--- config.mk ---
export PLATFORM = sky130hd
export DESIGN_NAME = ulsi_top
export DESIGN_NICKNAME = d
export VERILOG_FILES = /design/src/design/ulsi_pkg.sv /design/src/design/ulsi_top.sv /design/src/design/ulsi_fifo.sv
export SDC_FILE = /design/constraint.sdc
export NUM_CORES = 1
export LEC_CHECK = 0
export BUFFER_PORTS_ARGS = -buffer_cell sky130_fd_sc_hd__clkbuf_2
export CAP_MARGIN = 10
export CORE_MARGIN = 2
export CORE_UTILIZATION = 45
export DETAILED_ROUTE_END_ITERATION = 8
export PLACE_DENSITY = 0.62
export SYNTH_ARGS = -nofsm -noshare
export SYNTH_HDL_FRONTEND = slang
export SYNTH_SLANG_ARGS = --single-unit
--- constraint.sdc ---
create_clock -name ref_clk_i -period 6.05 [get_ports ref_clk_i]
set_clock_uncertainty 0.05 [all_clocks]
set_input_delay 1.21 -clock ref_clk_i [delete_from_list [all_inputs] [get_ports ref_clk_i]]
set_output_delay 1.21 -clock ref_clk_i [all_outputs]
set_load 0.1 [all_outputs]
--- src/design/ulsi_pkg.sv ---
package ulsi_pkg;
	// Register select values on the three address lines
	localparam logic [2:0] ULSI_ADDR_LINE_STATUS = 3'h5;
	localparam logic [2:0] ULSI_ADDR_INT_ID = 3'h2;
	// Line status bit positions
	localparam int ULSI_LS_RX_READY = 0;
	localparam int ULSI_LS_OVERRUN = 1;
	localparam int ULSI_LS_PARITY = 2;
	localparam int ULSI_LS_FRAMING = 3;
	localparam int ULSI_LS_BREAK = 4;
	localparam int ULSI_LS_THR_EMPTY = 5;
	localparam int ULSI_LS_TX_EMPTY = 6;
	localparam int ULSI_LS_FIFO_ERR = 7;
	// Line status value after master reset
	localparam logic [7:0] ULSI_LS_RESET = 8'h60;
	// Interrupt source codes, bits 3..1 of the id register
	localparam logic [2:0] ULSI_SRC_LINE = 3'h3;
	localparam logic [2:0] ULSI_SRC_RXDATA = 3'h2;
	localparam logic [2:0] ULSI_SRC_THR = 3'h1;
	localparam logic [2:0] ULSI_SRC_MODEM = 3'h0;
	// Timing figures at 50 MHz
	localparam int ULSI_CLK_NS = 20;
	localparam int ULSI_BIT_NS = 8680;
	localparam int ULSI_BIT_CYC = ULSI_BIT_NS / ULSI_CLK_NS;
	localparam int ULSI_HALF_BIT_CYC = (ULSI_BIT_CYC + 1) / 2;
	localparam int ULSI_FRAME_BITS = 11;
	localparam int ULSI_FRAME_CYC = ULSI_BIT_CYC * ULSI_FRAME_BITS;
	localparam int ULSI_THR_DELAY_CYC = ULSI_BIT_CYC * (ULSI_FRAME_BITS - 1);
	localparam int ULSI_FIFO_DEPTH = 4;
	localparam int ULSI_CNT_W = 16;
	localparam int ULSI_PTR_W = 2;
	localparam int ULSI_OCC_W = 3;

	// Received character with its per-character tags
	typedef struct packed {
		logic brk;
		logic frm;
		logic par;
		logic [7:0] data;
	} ulsi_rx_char_type;

	// Host register bus request
	typedef struct packed {
		logic cs;
		logic rd;
		logic wr;
		logic [2:0] addr;
		logic [7:0] wdata;
	} ulsi_bus_type;

	// Enables and modes from neighbouring registers
	typedef struct packed {
		logic fifo_mode;
		logic en_line;
		logic en_rxdata;
		logic en_thr;
		logic en_modem;
		logic even_parity;
	} ulsi_ctrl_type;
endpackage : ulsi_pkg

--- src/design/ulsi_top.sv ---
// Functional notes
// Line status decoded at select 5, any latch
// Reset: both empty bits one, others zero
// FIFO error flag tracks tagged queued characters
// Transmitter empty only when both stages empty
// Holding empty clears on load, sets on transfer
// FIFO mode holding empty follows FIFO emptiness
// FIFO enable change gives immediate transmit interrupt
// Lone-character FIFO empty delayed one character
// Break when input low beyond frame time
// After break, wait half bit high
// Framing error on zero stop bit
// Parity error per even parity select
// FIFO mode tags shown at FIFO head
// Status read clears four error flags
// Character mode overrun on unread buffer
// FIFO full overrun flagged, character dropped
// Data ready set on entry, cleared properly
// Error bits raise line status interrupt
// Writes change all status bits but seven and, in FIFO mode, zero
// Four interrupt levels in fixed priority
// Id access freezes highest pending interrupt
// Id register read-only at select 2
// Id bits seven, six mirror FIFO mode
// Id bit zero low while interrupt pending
// Id bits three..one encode source
// New error wins over same-cycle clear
`timescale 1ns/1ps
`default_nettype none
module ulsi_top (
	input wire logic ref_clk_i,
	input wire logic rst_n_i,
	input wire logic ce_i,
	input wire ulsi_pkg::ulsi_bus_type bus_i,
	output logic [7:0] rdata_o,
	input wire ulsi_pkg::ulsi_ctrl_type ctrl_i,
	input wire logic serial_input_pin_i,
	input wire logic rx_done_i,
	input wire ulsi_pkg::ulsi_rx_char_type rx_char_i,
	input wire logic rx_buf_read_i,
	output logic rx_in_ready_o,
	output ulsi_pkg::ulsi_rx_char_type rx_head_o,
	input wire logic tx_write_i,
	input wire logic tx_fifo_empty_i,
	input wire logic tx_fifo_two_i,
	input wire logic tx_load_shift_i,
	input wire logic tx_shift_busy_i,
	input wire logic modem_pending_i,
	output logic rx_hold_o,
	output logic irq_o
);
	import ulsi_pkg::*;

	// Receiver gating states
	typedef enum logic [2:0] {
		ULSI_RUN = 3'b001,
		ULSI_BRK = 3'b010,
		ULSI_MARK = 3'b100
	} ulsi_rx_state_type;

	// Whole module state
	typedef struct packed {
		logic [7:0] ls;
		logic [7:0] rdata;
		ulsi_rx_state_type rxst;
		logic [ULSI_CNT_W-1:0] low_cnt;
		logic [ULSI_CNT_W-1:0] high_cnt;
		logic [ULSI_CNT_W-1:0] thr_cnt;
		logic thr_wait;
		logic had_two;
		logic thr_irq;
		logic fifo_mode_q;
		logic id_busy;
		logic [3:0] id_frozen;
		logic [ULSI_OCC_W-1:0] tag_cnt;
		logic [ULSI_OCC_W-1:0] occ; // Receive FIFO occupancy
		logic head_seen; // Head tags already shown once
	} ulsi_state_type;

	ulsi_state_type s_r;
	ulsi_state_type s_nxt;

	// Receive FIFO handshake wires
	logic fifo_in_valid;
	logic fifo_out_valid;
	logic fifo_pop;
	ulsi_rx_char_type fifo_head;
	ulsi_rx_char_type rx_tagged;

	// Priority encode of enabled pending sources
	function automatic logic [3:0] ulsi_encode(input logic line,
		input logic rxd, input logic thr, input logic mdm);
		logic [3:0] r;
		r = 4'h1;
		if (line) r = {ULSI_SRC_LINE, 1'b0};
		else if (rxd) r = {ULSI_SRC_RXDATA, 1'b0};
		else if (thr) r = {ULSI_SRC_THR, 1'b0};
		else if (mdm) r = {ULSI_SRC_MODEM, 1'b0};
		return r;
	endfunction : ulsi_encode

	// Parity check: even select expects even count of ones
	function automatic logic ulsi_par_bad(input logic [7:0] d,
		input logic even);
		return even ? ^d : ~^d;
	endfunction : ulsi_par_bad

	logic rd_ls;
	logic wr_ls;
	logic rd_id;
	logic fifo_on;
	logic line_pend;
	logic rxd_pend;
	logic thr_pend;
	logic mdm_pend;
	logic [3:0] live_id;

	// Register decode ignores the divisor latch select
	assign rd_ls = ce_i && bus_i.cs && bus_i.rd &&
		bus_i.addr == ULSI_ADDR_LINE_STATUS;
	assign wr_ls = ce_i && bus_i.cs && bus_i.wr &&
		bus_i.addr == ULSI_ADDR_LINE_STATUS;
	assign rd_id = bus_i.cs && bus_i.addr == ULSI_ADDR_INT_ID;
	assign fifo_on = ctrl_i.fifo_mode;

	// Tag the incoming character with parity, framing and break
	always_comb begin
		rx_tagged = rx_char_i;
		// The par field becomes the parity error flag, not the received bit
		rx_tagged.par = rx_char_i.par ^
			ulsi_par_bad(rx_char_i.data, ctrl_i.even_parity);
		rx_tagged.brk = rx_char_i.brk |
			(s_r.low_cnt >= ULSI_CNT_W'(ULSI_FRAME_CYC));
	end

	// Characters enter the FIFO only while there is room
	assign fifo_in_valid = fifo_on && rx_done_i &&
		s_r.rxst == ULSI_RUN;
	assign fifo_pop = fifo_on && rx_buf_read_i && fifo_out_valid;

	ulsi_fifo #(
		.WIDTH($bits(ulsi_rx_char_type)),
		.DEPTH(ULSI_FIFO_DEPTH)
	) u_rx_fifo (
		.ref_clk_i(ref_clk_i),
		.rst_n_i(rst_n_i),
		.ce_i(ce_i),
		.clear_i(fifo_on != s_r.fifo_mode_q),
		.in_valid_i(fifo_in_valid),
		.in_ready_o(rx_in_ready_o),
		.in_data_i(rx_tagged),
		.out_valid_o(fifo_out_valid),
		.out_ready_i(rx_buf_read_i),
		.out_data_o(fifo_head)
	);
	assign rx_head_o = fifo_head;

	// Interrupt pending terms, each gated by its enable
	assign line_pend = ctrl_i.en_line && |s_r.ls[4:1];
	assign rxd_pend = ctrl_i.en_rxdata && s_r.ls[ULSI_LS_RX_READY];
	assign thr_pend = ctrl_i.en_thr && s_r.thr_irq;
	assign mdm_pend = ctrl_i.en_modem && modem_pending_i;
	assign live_id = ulsi_encode(line_pend, rxd_pend, thr_pend,
		mdm_pend);

	// Next-state logic for status, receiver gate and id freeze
	always_comb begin
		logic head_tags;
		logic ovr_evt;
		logic char_in;
		logic brk_evt;
		brk_evt = 1'b0;
		head_tags = 1'b0;
		ovr_evt = 1'b0;
		char_in = 1'b0;
		s_nxt = s_r;
		s_nxt.fifo_mode_q = fifo_on;
		s_nxt.rdata = 8'h00;

		// Break detect and half-bit high recovery
		case (s_r.rxst)
			ULSI_RUN: begin
				s_nxt.low_cnt = serial_input_pin_i ? '0 :
					s_r.low_cnt + 1'b1;
				if (s_r.low_cnt >= ULSI_CNT_W'(ULSI_FRAME_CYC)) begin
					s_nxt.rxst = ULSI_BRK;
					brk_evt = 1'b1;
				end
			end
			ULSI_BRK: begin
				s_nxt.low_cnt = '0;
				s_nxt.high_cnt = '0;
				if (serial_input_pin_i) s_nxt.rxst = ULSI_MARK;
			end
			ULSI_MARK: begin
				s_nxt.high_cnt = s_r.high_cnt + 1'b1;
				if (!serial_input_pin_i) begin
					s_nxt.rxst = ULSI_BRK;
				end else if (s_r.high_cnt >=
					ULSI_CNT_W'(ULSI_HALF_BIT_CYC - 1)) begin
					s_nxt.rxst = ULSI_RUN;
				end
			end
			default: s_nxt.rxst = ULSI_RUN;
		endcase

		// Clearing read goes first so that events below win
		if (rd_ls) begin
			s_nxt.rdata = s_r.ls;
			s_nxt.ls[4:1] = 4'h0;
			if (s_r.tag_cnt == '0 ||
				(s_r.tag_cnt == ULSI_OCC_W'(1) && fifo_pop &&
				(fifo_head.par | fifo_head.frm | fifo_head.brk))) begin
				s_nxt.ls[ULSI_LS_FIFO_ERR] = 1'b0;
			end
		end else if (rd_id) begin
			s_nxt.rdata = {{2{fifo_on}}, 2'b00, s_r.id_busy ?
				s_r.id_frozen : live_id};
		end

		// Host write sets or clears any bit but the FIFO error flag and, in FIFO mode, data ready
		if (wr_ls) begin
			s_nxt.ls[6:0] = bus_i.wdata[6:0];
		end

		// Receive events
		if (s_r.rxst == ULSI_RUN && rx_done_i) begin
			if (fifo_on) begin
				ovr_evt = !rx_in_ready_o;
				char_in = rx_in_ready_o;
			end else begin
				ovr_evt = s_r.ls[ULSI_LS_RX_READY] && !rx_buf_read_i;
				char_in = 1'b1;
				s_nxt.ls[ULSI_LS_PARITY] = s_r.ls[ULSI_LS_PARITY] |
					rx_tagged.par;
				s_nxt.ls[ULSI_LS_FRAMING] = s_r.ls[ULSI_LS_FRAMING] |
					rx_tagged.frm;
				s_nxt.ls[ULSI_LS_BREAK] = s_r.ls[ULSI_LS_BREAK] |
					rx_tagged.brk;
			end
		end
		if (ovr_evt) s_nxt.ls[ULSI_LS_OVERRUN] = 1'b1;
		// In character mode a line held low a whole frame flags break even with no character
		if (brk_evt && !fifo_on) s_nxt.ls[ULSI_LS_BREAK] = 1'b1;

		// Count tagged characters queued in the FIFO
		if (char_in && fifo_on && (rx_tagged.par | rx_tagged.frm |
			rx_tagged.brk)) begin
			s_nxt.tag_cnt = s_nxt.tag_cnt + 1'b1;
			s_nxt.ls[ULSI_LS_FIFO_ERR] = 1'b1;
		end
		if (fifo_pop && (fifo_head.par | fifo_head.frm | fifo_head.brk))
			s_nxt.tag_cnt = s_nxt.tag_cnt - 1'b1;
		if (!fifo_on) begin
			s_nxt.tag_cnt = '0;
			s_nxt.occ = '0;
			s_nxt.head_seen = 1'b0;
			s_nxt.ls[ULSI_LS_FIFO_ERR] = 1'b0;
		end

		// Head tags become visible as the head character changes
		// Shown once per head so a status read really clears them
		if (fifo_on && fifo_out_valid && !s_r.head_seen) begin
			head_tags = 1'b1;
			s_nxt.head_seen = 1'b1;
			s_nxt.ls[ULSI_LS_PARITY] = s_nxt.ls[ULSI_LS_PARITY] |
				fifo_head.par;
			s_nxt.ls[ULSI_LS_FRAMING] = s_nxt.ls[ULSI_LS_FRAMING] |
				fifo_head.frm;
			s_nxt.ls[ULSI_LS_BREAK] = s_nxt.ls[ULSI_LS_BREAK] |
				fifo_head.brk;
		end
		// A pop brings a new head whose tags are still to be shown
		if (fifo_pop) s_nxt.head_seen = 1'b0;

		// Data ready follows the tracked occupancy in FIFO mode
		if (fifo_on) begin
			s_nxt.occ = s_r.occ + ULSI_OCC_W'(char_in) -
				ULSI_OCC_W'(fifo_pop);
			if (fifo_on != s_r.fifo_mode_q) s_nxt.occ = '0;
			s_nxt.ls[ULSI_LS_RX_READY] = s_nxt.occ != '0;
		end else if (char_in) begin
			s_nxt.ls[ULSI_LS_RX_READY] = 1'b1;
		end else if (rx_buf_read_i) begin
			s_nxt.ls[ULSI_LS_RX_READY] = 1'b0;
		end

		// Transmit holding empty and one-character delay
		if (!fifo_on) begin
			s_nxt.thr_wait = 1'b0;
			s_nxt.had_two = 1'b0;
			if (tx_write_i) s_nxt.ls[ULSI_LS_THR_EMPTY] = 1'b0;
			else if (tx_load_shift_i)
				s_nxt.ls[ULSI_LS_THR_EMPTY] = 1'b1;
		end else begin
			if (tx_fifo_two_i) s_nxt.had_two = 1'b1;
			if (tx_write_i) begin
				s_nxt.ls[ULSI_LS_THR_EMPTY] = 1'b0;
				s_nxt.thr_wait = 1'b0;
			end else if (tx_fifo_empty_i &&
				!s_r.ls[ULSI_LS_THR_EMPTY] && !s_r.thr_wait) begin
				if (s_r.had_two) begin
					s_nxt.ls[ULSI_LS_THR_EMPTY] = 1'b1;
				end else begin
					s_nxt.thr_wait = 1'b1;
					s_nxt.thr_cnt = ULSI_CNT_W'(ULSI_THR_DELAY_CYC);
				end
				s_nxt.had_two = 1'b0;
			end else if (s_r.thr_wait) begin
				s_nxt.thr_cnt = s_r.thr_cnt - 1'b1;
				if (s_r.thr_cnt == ULSI_CNT_W'(1)) begin
					s_nxt.thr_wait = 1'b0;
					s_nxt.ls[ULSI_LS_THR_EMPTY] = 1'b1;
				end
			end
		end
		s_nxt.ls[ULSI_LS_TX_EMPTY] = s_nxt.ls[ULSI_LS_THR_EMPTY] &&
			!tx_shift_busy_i && !tx_write_i;
		if (wr_ls) s_nxt.ls[ULSI_LS_TX_EMPTY] = bus_i.wdata[6];

		// Transmit interrupt latch: rising empty, mode change
		if (s_nxt.ls[ULSI_LS_THR_EMPTY] && !s_r.ls[ULSI_LS_THR_EMPTY])
			s_nxt.thr_irq = 1'b1;
		if (fifo_on != s_r.fifo_mode_q &&
			s_r.ls[ULSI_LS_THR_EMPTY]) s_nxt.thr_irq = 1'b1;
		if (tx_write_i) s_nxt.thr_irq = 1'b0;
		else if (rd_id && !s_r.id_busy &&
			live_id[3:1] == ULSI_SRC_THR && !live_id[0])
			s_nxt.thr_irq = 1'b0;

		// Freeze the id while it is addressed
		s_nxt.id_busy = rd_id;
		if (rd_id && !s_r.id_busy) begin
			s_nxt.id_frozen = live_id;
		end
	end

	// Single state register, frozen while clock enable is low
	always_ff @(posedge ref_clk_i) begin
		if (!rst_n_i) begin
			s_r <= '0;
			s_r.ls <= ULSI_LS_RESET;
			s_r.rxst <= ULSI_RUN;
			// Holding register starts empty, so its interrupt is due
			s_r.thr_irq <= 1'b1;
		end else if (ce_i) begin
			s_r <= s_nxt;
		end
	end

	assign rdata_o = s_r.rdata;
	assign rx_hold_o = s_r.rxst != ULSI_RUN;
	// Any enabled pending source; id bit zero is its inverse
	assign irq_o = !live_id[0];

	AST_RESET_LS: assert property (@(posedge ref_clk_i)
		$rose(rst_n_i) |-> s_r.ls == ULSI_LS_RESET)
		else $error("line status reset value wrong");
	AST_READ_CLEARS: assert property (@(posedge ref_clk_i)
		disable iff (!rst_n_i) rd_ls && !fifo_on && !rx_done_i &&
		!wr_ls |=> s_r.ls[1] == 1'b0)
		else $error("overrun not cleared by status read");
	AST_OVR_WINS: assert property (@(posedge ref_clk_i)
		disable iff (!rst_n_i) ce_i && rd_ls && s_r.rxst == ULSI_RUN &&
		rx_done_i && fifo_on && !rx_in_ready_o |=> s_r.ls[1])
		else $error("overrun lost to same cycle read");
	AST_FIFO_ERR_CHAR: assert property (@(posedge ref_clk_i)
		disable iff (!rst_n_i) !s_r.fifo_mode_q |-> !s_r.ls[7])
		else $error("fifo error flag set in character mode");
	AST_TX_EMPTY_ALL: assert property (@(posedge ref_clk_i)
		disable iff (!rst_n_i) s_r.ls[6] && !$past(wr_ls)
		|-> s_r.ls[5])
		else $error("tx empty without holding empty");
	AST_ID_MODE: assert property (@(posedge ref_clk_i)
		disable iff (!rst_n_i) ce_i && rd_id && !rd_ls
		|=> s_r.rdata[7:6] == {2{$past(fifo_on)}})
		else $error("id mode bits wrong");
	AST_LINE_PRIO: assert property (@(posedge ref_clk_i)
		disable iff (!rst_n_i) line_pend
		|-> live_id == {ULSI_SRC_LINE, 1'b0})
		else $error("line status not top priority");
	AST_BREAK_HOLD: assert property (@(posedge ref_clk_i)
		disable iff (!rst_n_i) ce_i && s_r.rxst == ULSI_BRK &&
		serial_input_pin_i |=> rx_hold_o)
		else $error("receiver restarted without half bit high");
endmodule : ulsi_top
`default_nettype wire

--- src/design/ulsi_fifo.sv ---
`timescale 1ns/1ps
`default_nettype none
// Small receive buffer; tags travel with the data word
module ulsi_fifo #(
	parameter int WIDTH = 11,
	parameter int DEPTH = 4
) (
	input wire logic ref_clk_i,
	input wire logic rst_n_i,
	input wire logic ce_i,
	input wire logic clear_i,
	input wire logic in_valid_i,
	output logic in_ready_o,
	input wire logic [WIDTH-1:0] in_data_i,
	output logic out_valid_o,
	input wire logic out_ready_i,
	output logic [WIDTH-1:0] out_data_o
);
	import ulsi_pkg::*;
	localparam int PW = $clog2(DEPTH);
	// Storage and pointers, one extra bit for full/empty
	logic [WIDTH-1:0] mem [DEPTH];
	logic [PW:0] wp_r;
	logic [PW:0] rp_r;
	logic push;
	logic pop;

	assign in_ready_o = (wp_r - rp_r) != (PW+1)'(DEPTH);
	assign out_valid_o = wp_r != rp_r;
	assign push = in_valid_i && in_ready_o;
	assign pop = out_valid_o && out_ready_i;
	// Head word is read combinationally from storage registers
	assign out_data_o = mem[rp_r[PW-1:0]];

	// Pointer and storage update, frozen while enable is low
	always_ff @(posedge ref_clk_i) begin
		if (!rst_n_i || (ce_i && clear_i)) begin
			wp_r <= '0;
			rp_r <= '0;
		end else if (ce_i) begin
			if (push) begin
				mem[wp_r[PW-1:0]] <= in_data_i;
				wp_r <= wp_r + 1'b1;
			end
			if (pop) begin
				rp_r <= rp_r + 1'b1;
			end
		end
	end
endmodule : ulsi_fifo
`default_nettype wire

==> results.md <==
- DRC Markers: 0
- Setup TNS: 0 ps
- I/O pin total: 65
- Largest family of logic cells by synthesized area: simple AND/OR/NAND/NOR gates
- Data required, critical path: 4790 ps
- Worst r2r dst: s_r[75]
- Avg Cell Area, Syn: 9.85 um2
- Most frequent cells in the layout: nor2_1, dfxtp_1, clkbuf_2, nand2_1, edfxtp_1
- Routed len/inst: 15.6 um
- Placed cell count: 869
- Final Max Tran Viols: 0
- Post-CTS Hold Fix Bufs: 0
- DR vias: 4967
- Drt total wl: 14100 um
- HP Start: s_r[81]
- CTS sink cnt: 134
- Worst-margin pin slew: 979 ps
- Yosys warning count: 0
- Final Hold Viols: 0
- Clock transition at path regs: 60 ps
- CP bufs+invs: 1
- Setup WS post-layout: 2500 ps
- Crit-path max FO: 11
- Xor/xnor share of the synthesized area: 0.0696
- Top Family by Delay on Critical Path: flip-flops
- Leak pwr: 2.84 nW
- Antenna Nets Post-Route: 0
- Minimum clock period: 3550 ps
- Worst hold endpoint: rdata_o[6]
- Top_reg_cell synth: dfxtp_1
- CTS resizes: 0
- Vias per cell: 5.51
- Area growth syn-to-layout: 15.7%
- Async set or reset register ratio after synthesis: 0
- Synthesized instance count: 657
- Starting Density: 0.463
- Synth Area in Adders: 0.0398
- Cell-by-cell trace of the critical path: mux4_2 > clkbuf_2
- Critical Path End Type: output port
- DR pass1 iterations: 5
- FP Rows: 43
- Netlist cell types: 68
- Crit Path Class: flop to output port
- Routability-driven placement congestion ratio: 0.825
- Fin nets: 771
- Post-route insts no fill: 901
- Post-route total power: 2.22 mW
- CTS H-tree lvls: 4
- Die Y-Extent: 124 um
- Post-synthesis compound-gate area fraction: 0.128
- Post-synthesis net count: 720
- Starting DRT DRC Count: 383
- Reg2reg start: u_rx_fifo.wp_r[0]
- Core area: 0.0140 mm2
- Reg2Reg Depth: 18
- Synth Area in Simple Gates: 0.187
- Max_cap viols: 0
- Post-Syn Area: 0.00647 mm2
- Root buf cell: clkbuf_16
- CP arrival: 2290 ps
- Fmax achieved: 282 MHz
- First-pass GRT wire length: 23100 um
- Share of cells above drive strength 1: 0.169
- Commonest non-fill, non-tap cell in the layout: nor2_1
- Grt ovf: 0
- DIE WIDTH: 124 um
- Multiplexer share of the synthesized area: 0.0509
- FILL cells: 1267
- Clk_lat worst skew: 420 ps
- Relative slew slack: 0.338
- Post-synth EDFFs: 44
- Largest net degree at the start of global routing: 38
- VDD IR max: 0.190 mV
- Post-CTS setup buffers: 0
- Die Area: 0.0154 mm2
- Pwr/cell area: 296 mW/mm2
- Place WS: 2210 ps
- Worst min-delay path class: flop to flop
- Highest-delay cell along the critical path: dfxtp_1
- CTS tree: built
- GRT Util Overall: 0.195
- DPL Wire Length: 9680 um
- Worst Hold Slack: 420 ps
- # diodes: 0
- R2R Setup Slk: 2860 ps
- Type of origin of the critical path: flop
- Post-synthesis sequential area ratio: 0.483
- Clock Tree Buf Depth: 2
- Status: complete, no violations
- CTS Buf Count: 17
- Slowest stage delay, CP: 810 ps
- Worst hold path depth: 2
- Buffers on Ports: 63
- Crit share post-route: 0.587
- Vias in the first global route: 4684
- Setup-failing EPs final: 0
- RSZ-0062 raised after global routing: false
- Synthesis-stage register bit count: 134
- Initial antenna violation count: 0
cell type report:
cell class | instances | area, um2 | share of cell area
sequential | 134 | 3120 | 0.417
tap | 180 | 225 | 0.0301
multi-input combinational | 464 | 3080 | 0.411
clock inverter | 15 | 204 | 0.0272
inverter | 25 | 93.8 | 0.0125
timing repair buffer | 66 | 338 | 0.0451
clock buffer | 17 | 425 | 0.0568
logic make-up (layout without fill, tap and decap cells):
kind of cell | Yosys count | in the layout
buffers and inverters | 59 | 123
adder cells (fa/ha/maj) | 20 | 20
AND/OR/NAND/NOR | 252 | 252
flip-flops | 134 | 134
AO/OA/AOI/OAI | 124 | 124
XOR/XNOR | 49 | 49
multiplexers | 19 | 19
through the flow:
step | area, um2 | utilization
after global placement | 6860 | 0.490
final | 7490 | 0.535
after detailed placement | 6860 | 0.490
after global routing | 7490 | 0.535
after floorplan | 6470 | -
after CTS | 7490 | 0.535
Yosys cell counts, drive strengths merged (4+ instances only):
cell     n  area (um2)
or3     10        62.6
nand2   52         195
nand3   18        90.1
edfxtp  44        1320
mux2i    7        70.1
o21ai   33         169
buf     17         109
a22oi    7        52.6
ha      19         238
xor2    23         201
a21oi   42         210
a211o    4        35.0
nor3b    5        37.5
clkbuf  17        66.3
a311oi   5        43.8
inv     25        93.8
xnor2   25         226
o211a    4        40.0
nor3    18        90.1
and2     6        37.5
and3     8        50.1
nand4   11        68.8
nor4     8        50.1
mux4    11         248
nor2    96         368
dfxtp   90        1800
o211ai   4        30.0
registers in the layout (all words and copies together), names as in the netlist, named ones only:
name and count:
s_r 74, u_rx_fifo.mem 44, rdata_o 8, u_rx_fifo.rp_r 3, u_rx_fifo.wp_r 3
routing by layer:
layer	GRT usage	wire (um)	vias to the layer above
met3	0.0472	690	12
met2	0.312	6560	123
met5	0	0	-
met1	0.259	6730	2370
met4	0.0674	120	0
li1	-	-	2462
worst register-to-register path, cell delays in order (launching register included):
cell	delay (ps)
dfxtp_1	370
inv_1	110
ha_1	190
nor2b_1	130
xnor2_1	140
nor2_1	240
nand2_1	80
nand2_1	90
ha_1	220
inv_1	60
ha_1	140
inv_1	60
fa_1	390
xnor2_1	180
xnor2_1	140
nand2b_1	90
a311oi_1	280
a21oi_1	70
nor2_1	80
how the worst max path moves through the flow:
stage | from | end | slack [ps] | depth (start not counted)
2_1_floorplan | ctrl_i[5] | s_r[75] | 2510 | 16
3_3_place_gp | rx_char_i[4] | s_r[6] | 2300 | 11
3_5_place_dp | rx_char_i[4] | s_r[6] | 2210 | 11
4_1_cts | flop | rx_head_o[10] | 2400 | 2
5_1_grt | flop | rx_head_o[10] | 2310 | 2
6_report | flop | rx_head_o[10] | 2500 | 2
power breakdown:
group          leakage, nW  switching [mW]  total [mW]  internal (mW)
Sequential            1.12          0.0121       0.957          0.945
Clock                0.304           0.396        1.09          0.692
Combinational         1.41           0.121       0.175         0.0541
Power figures use the tool's default switching activity.
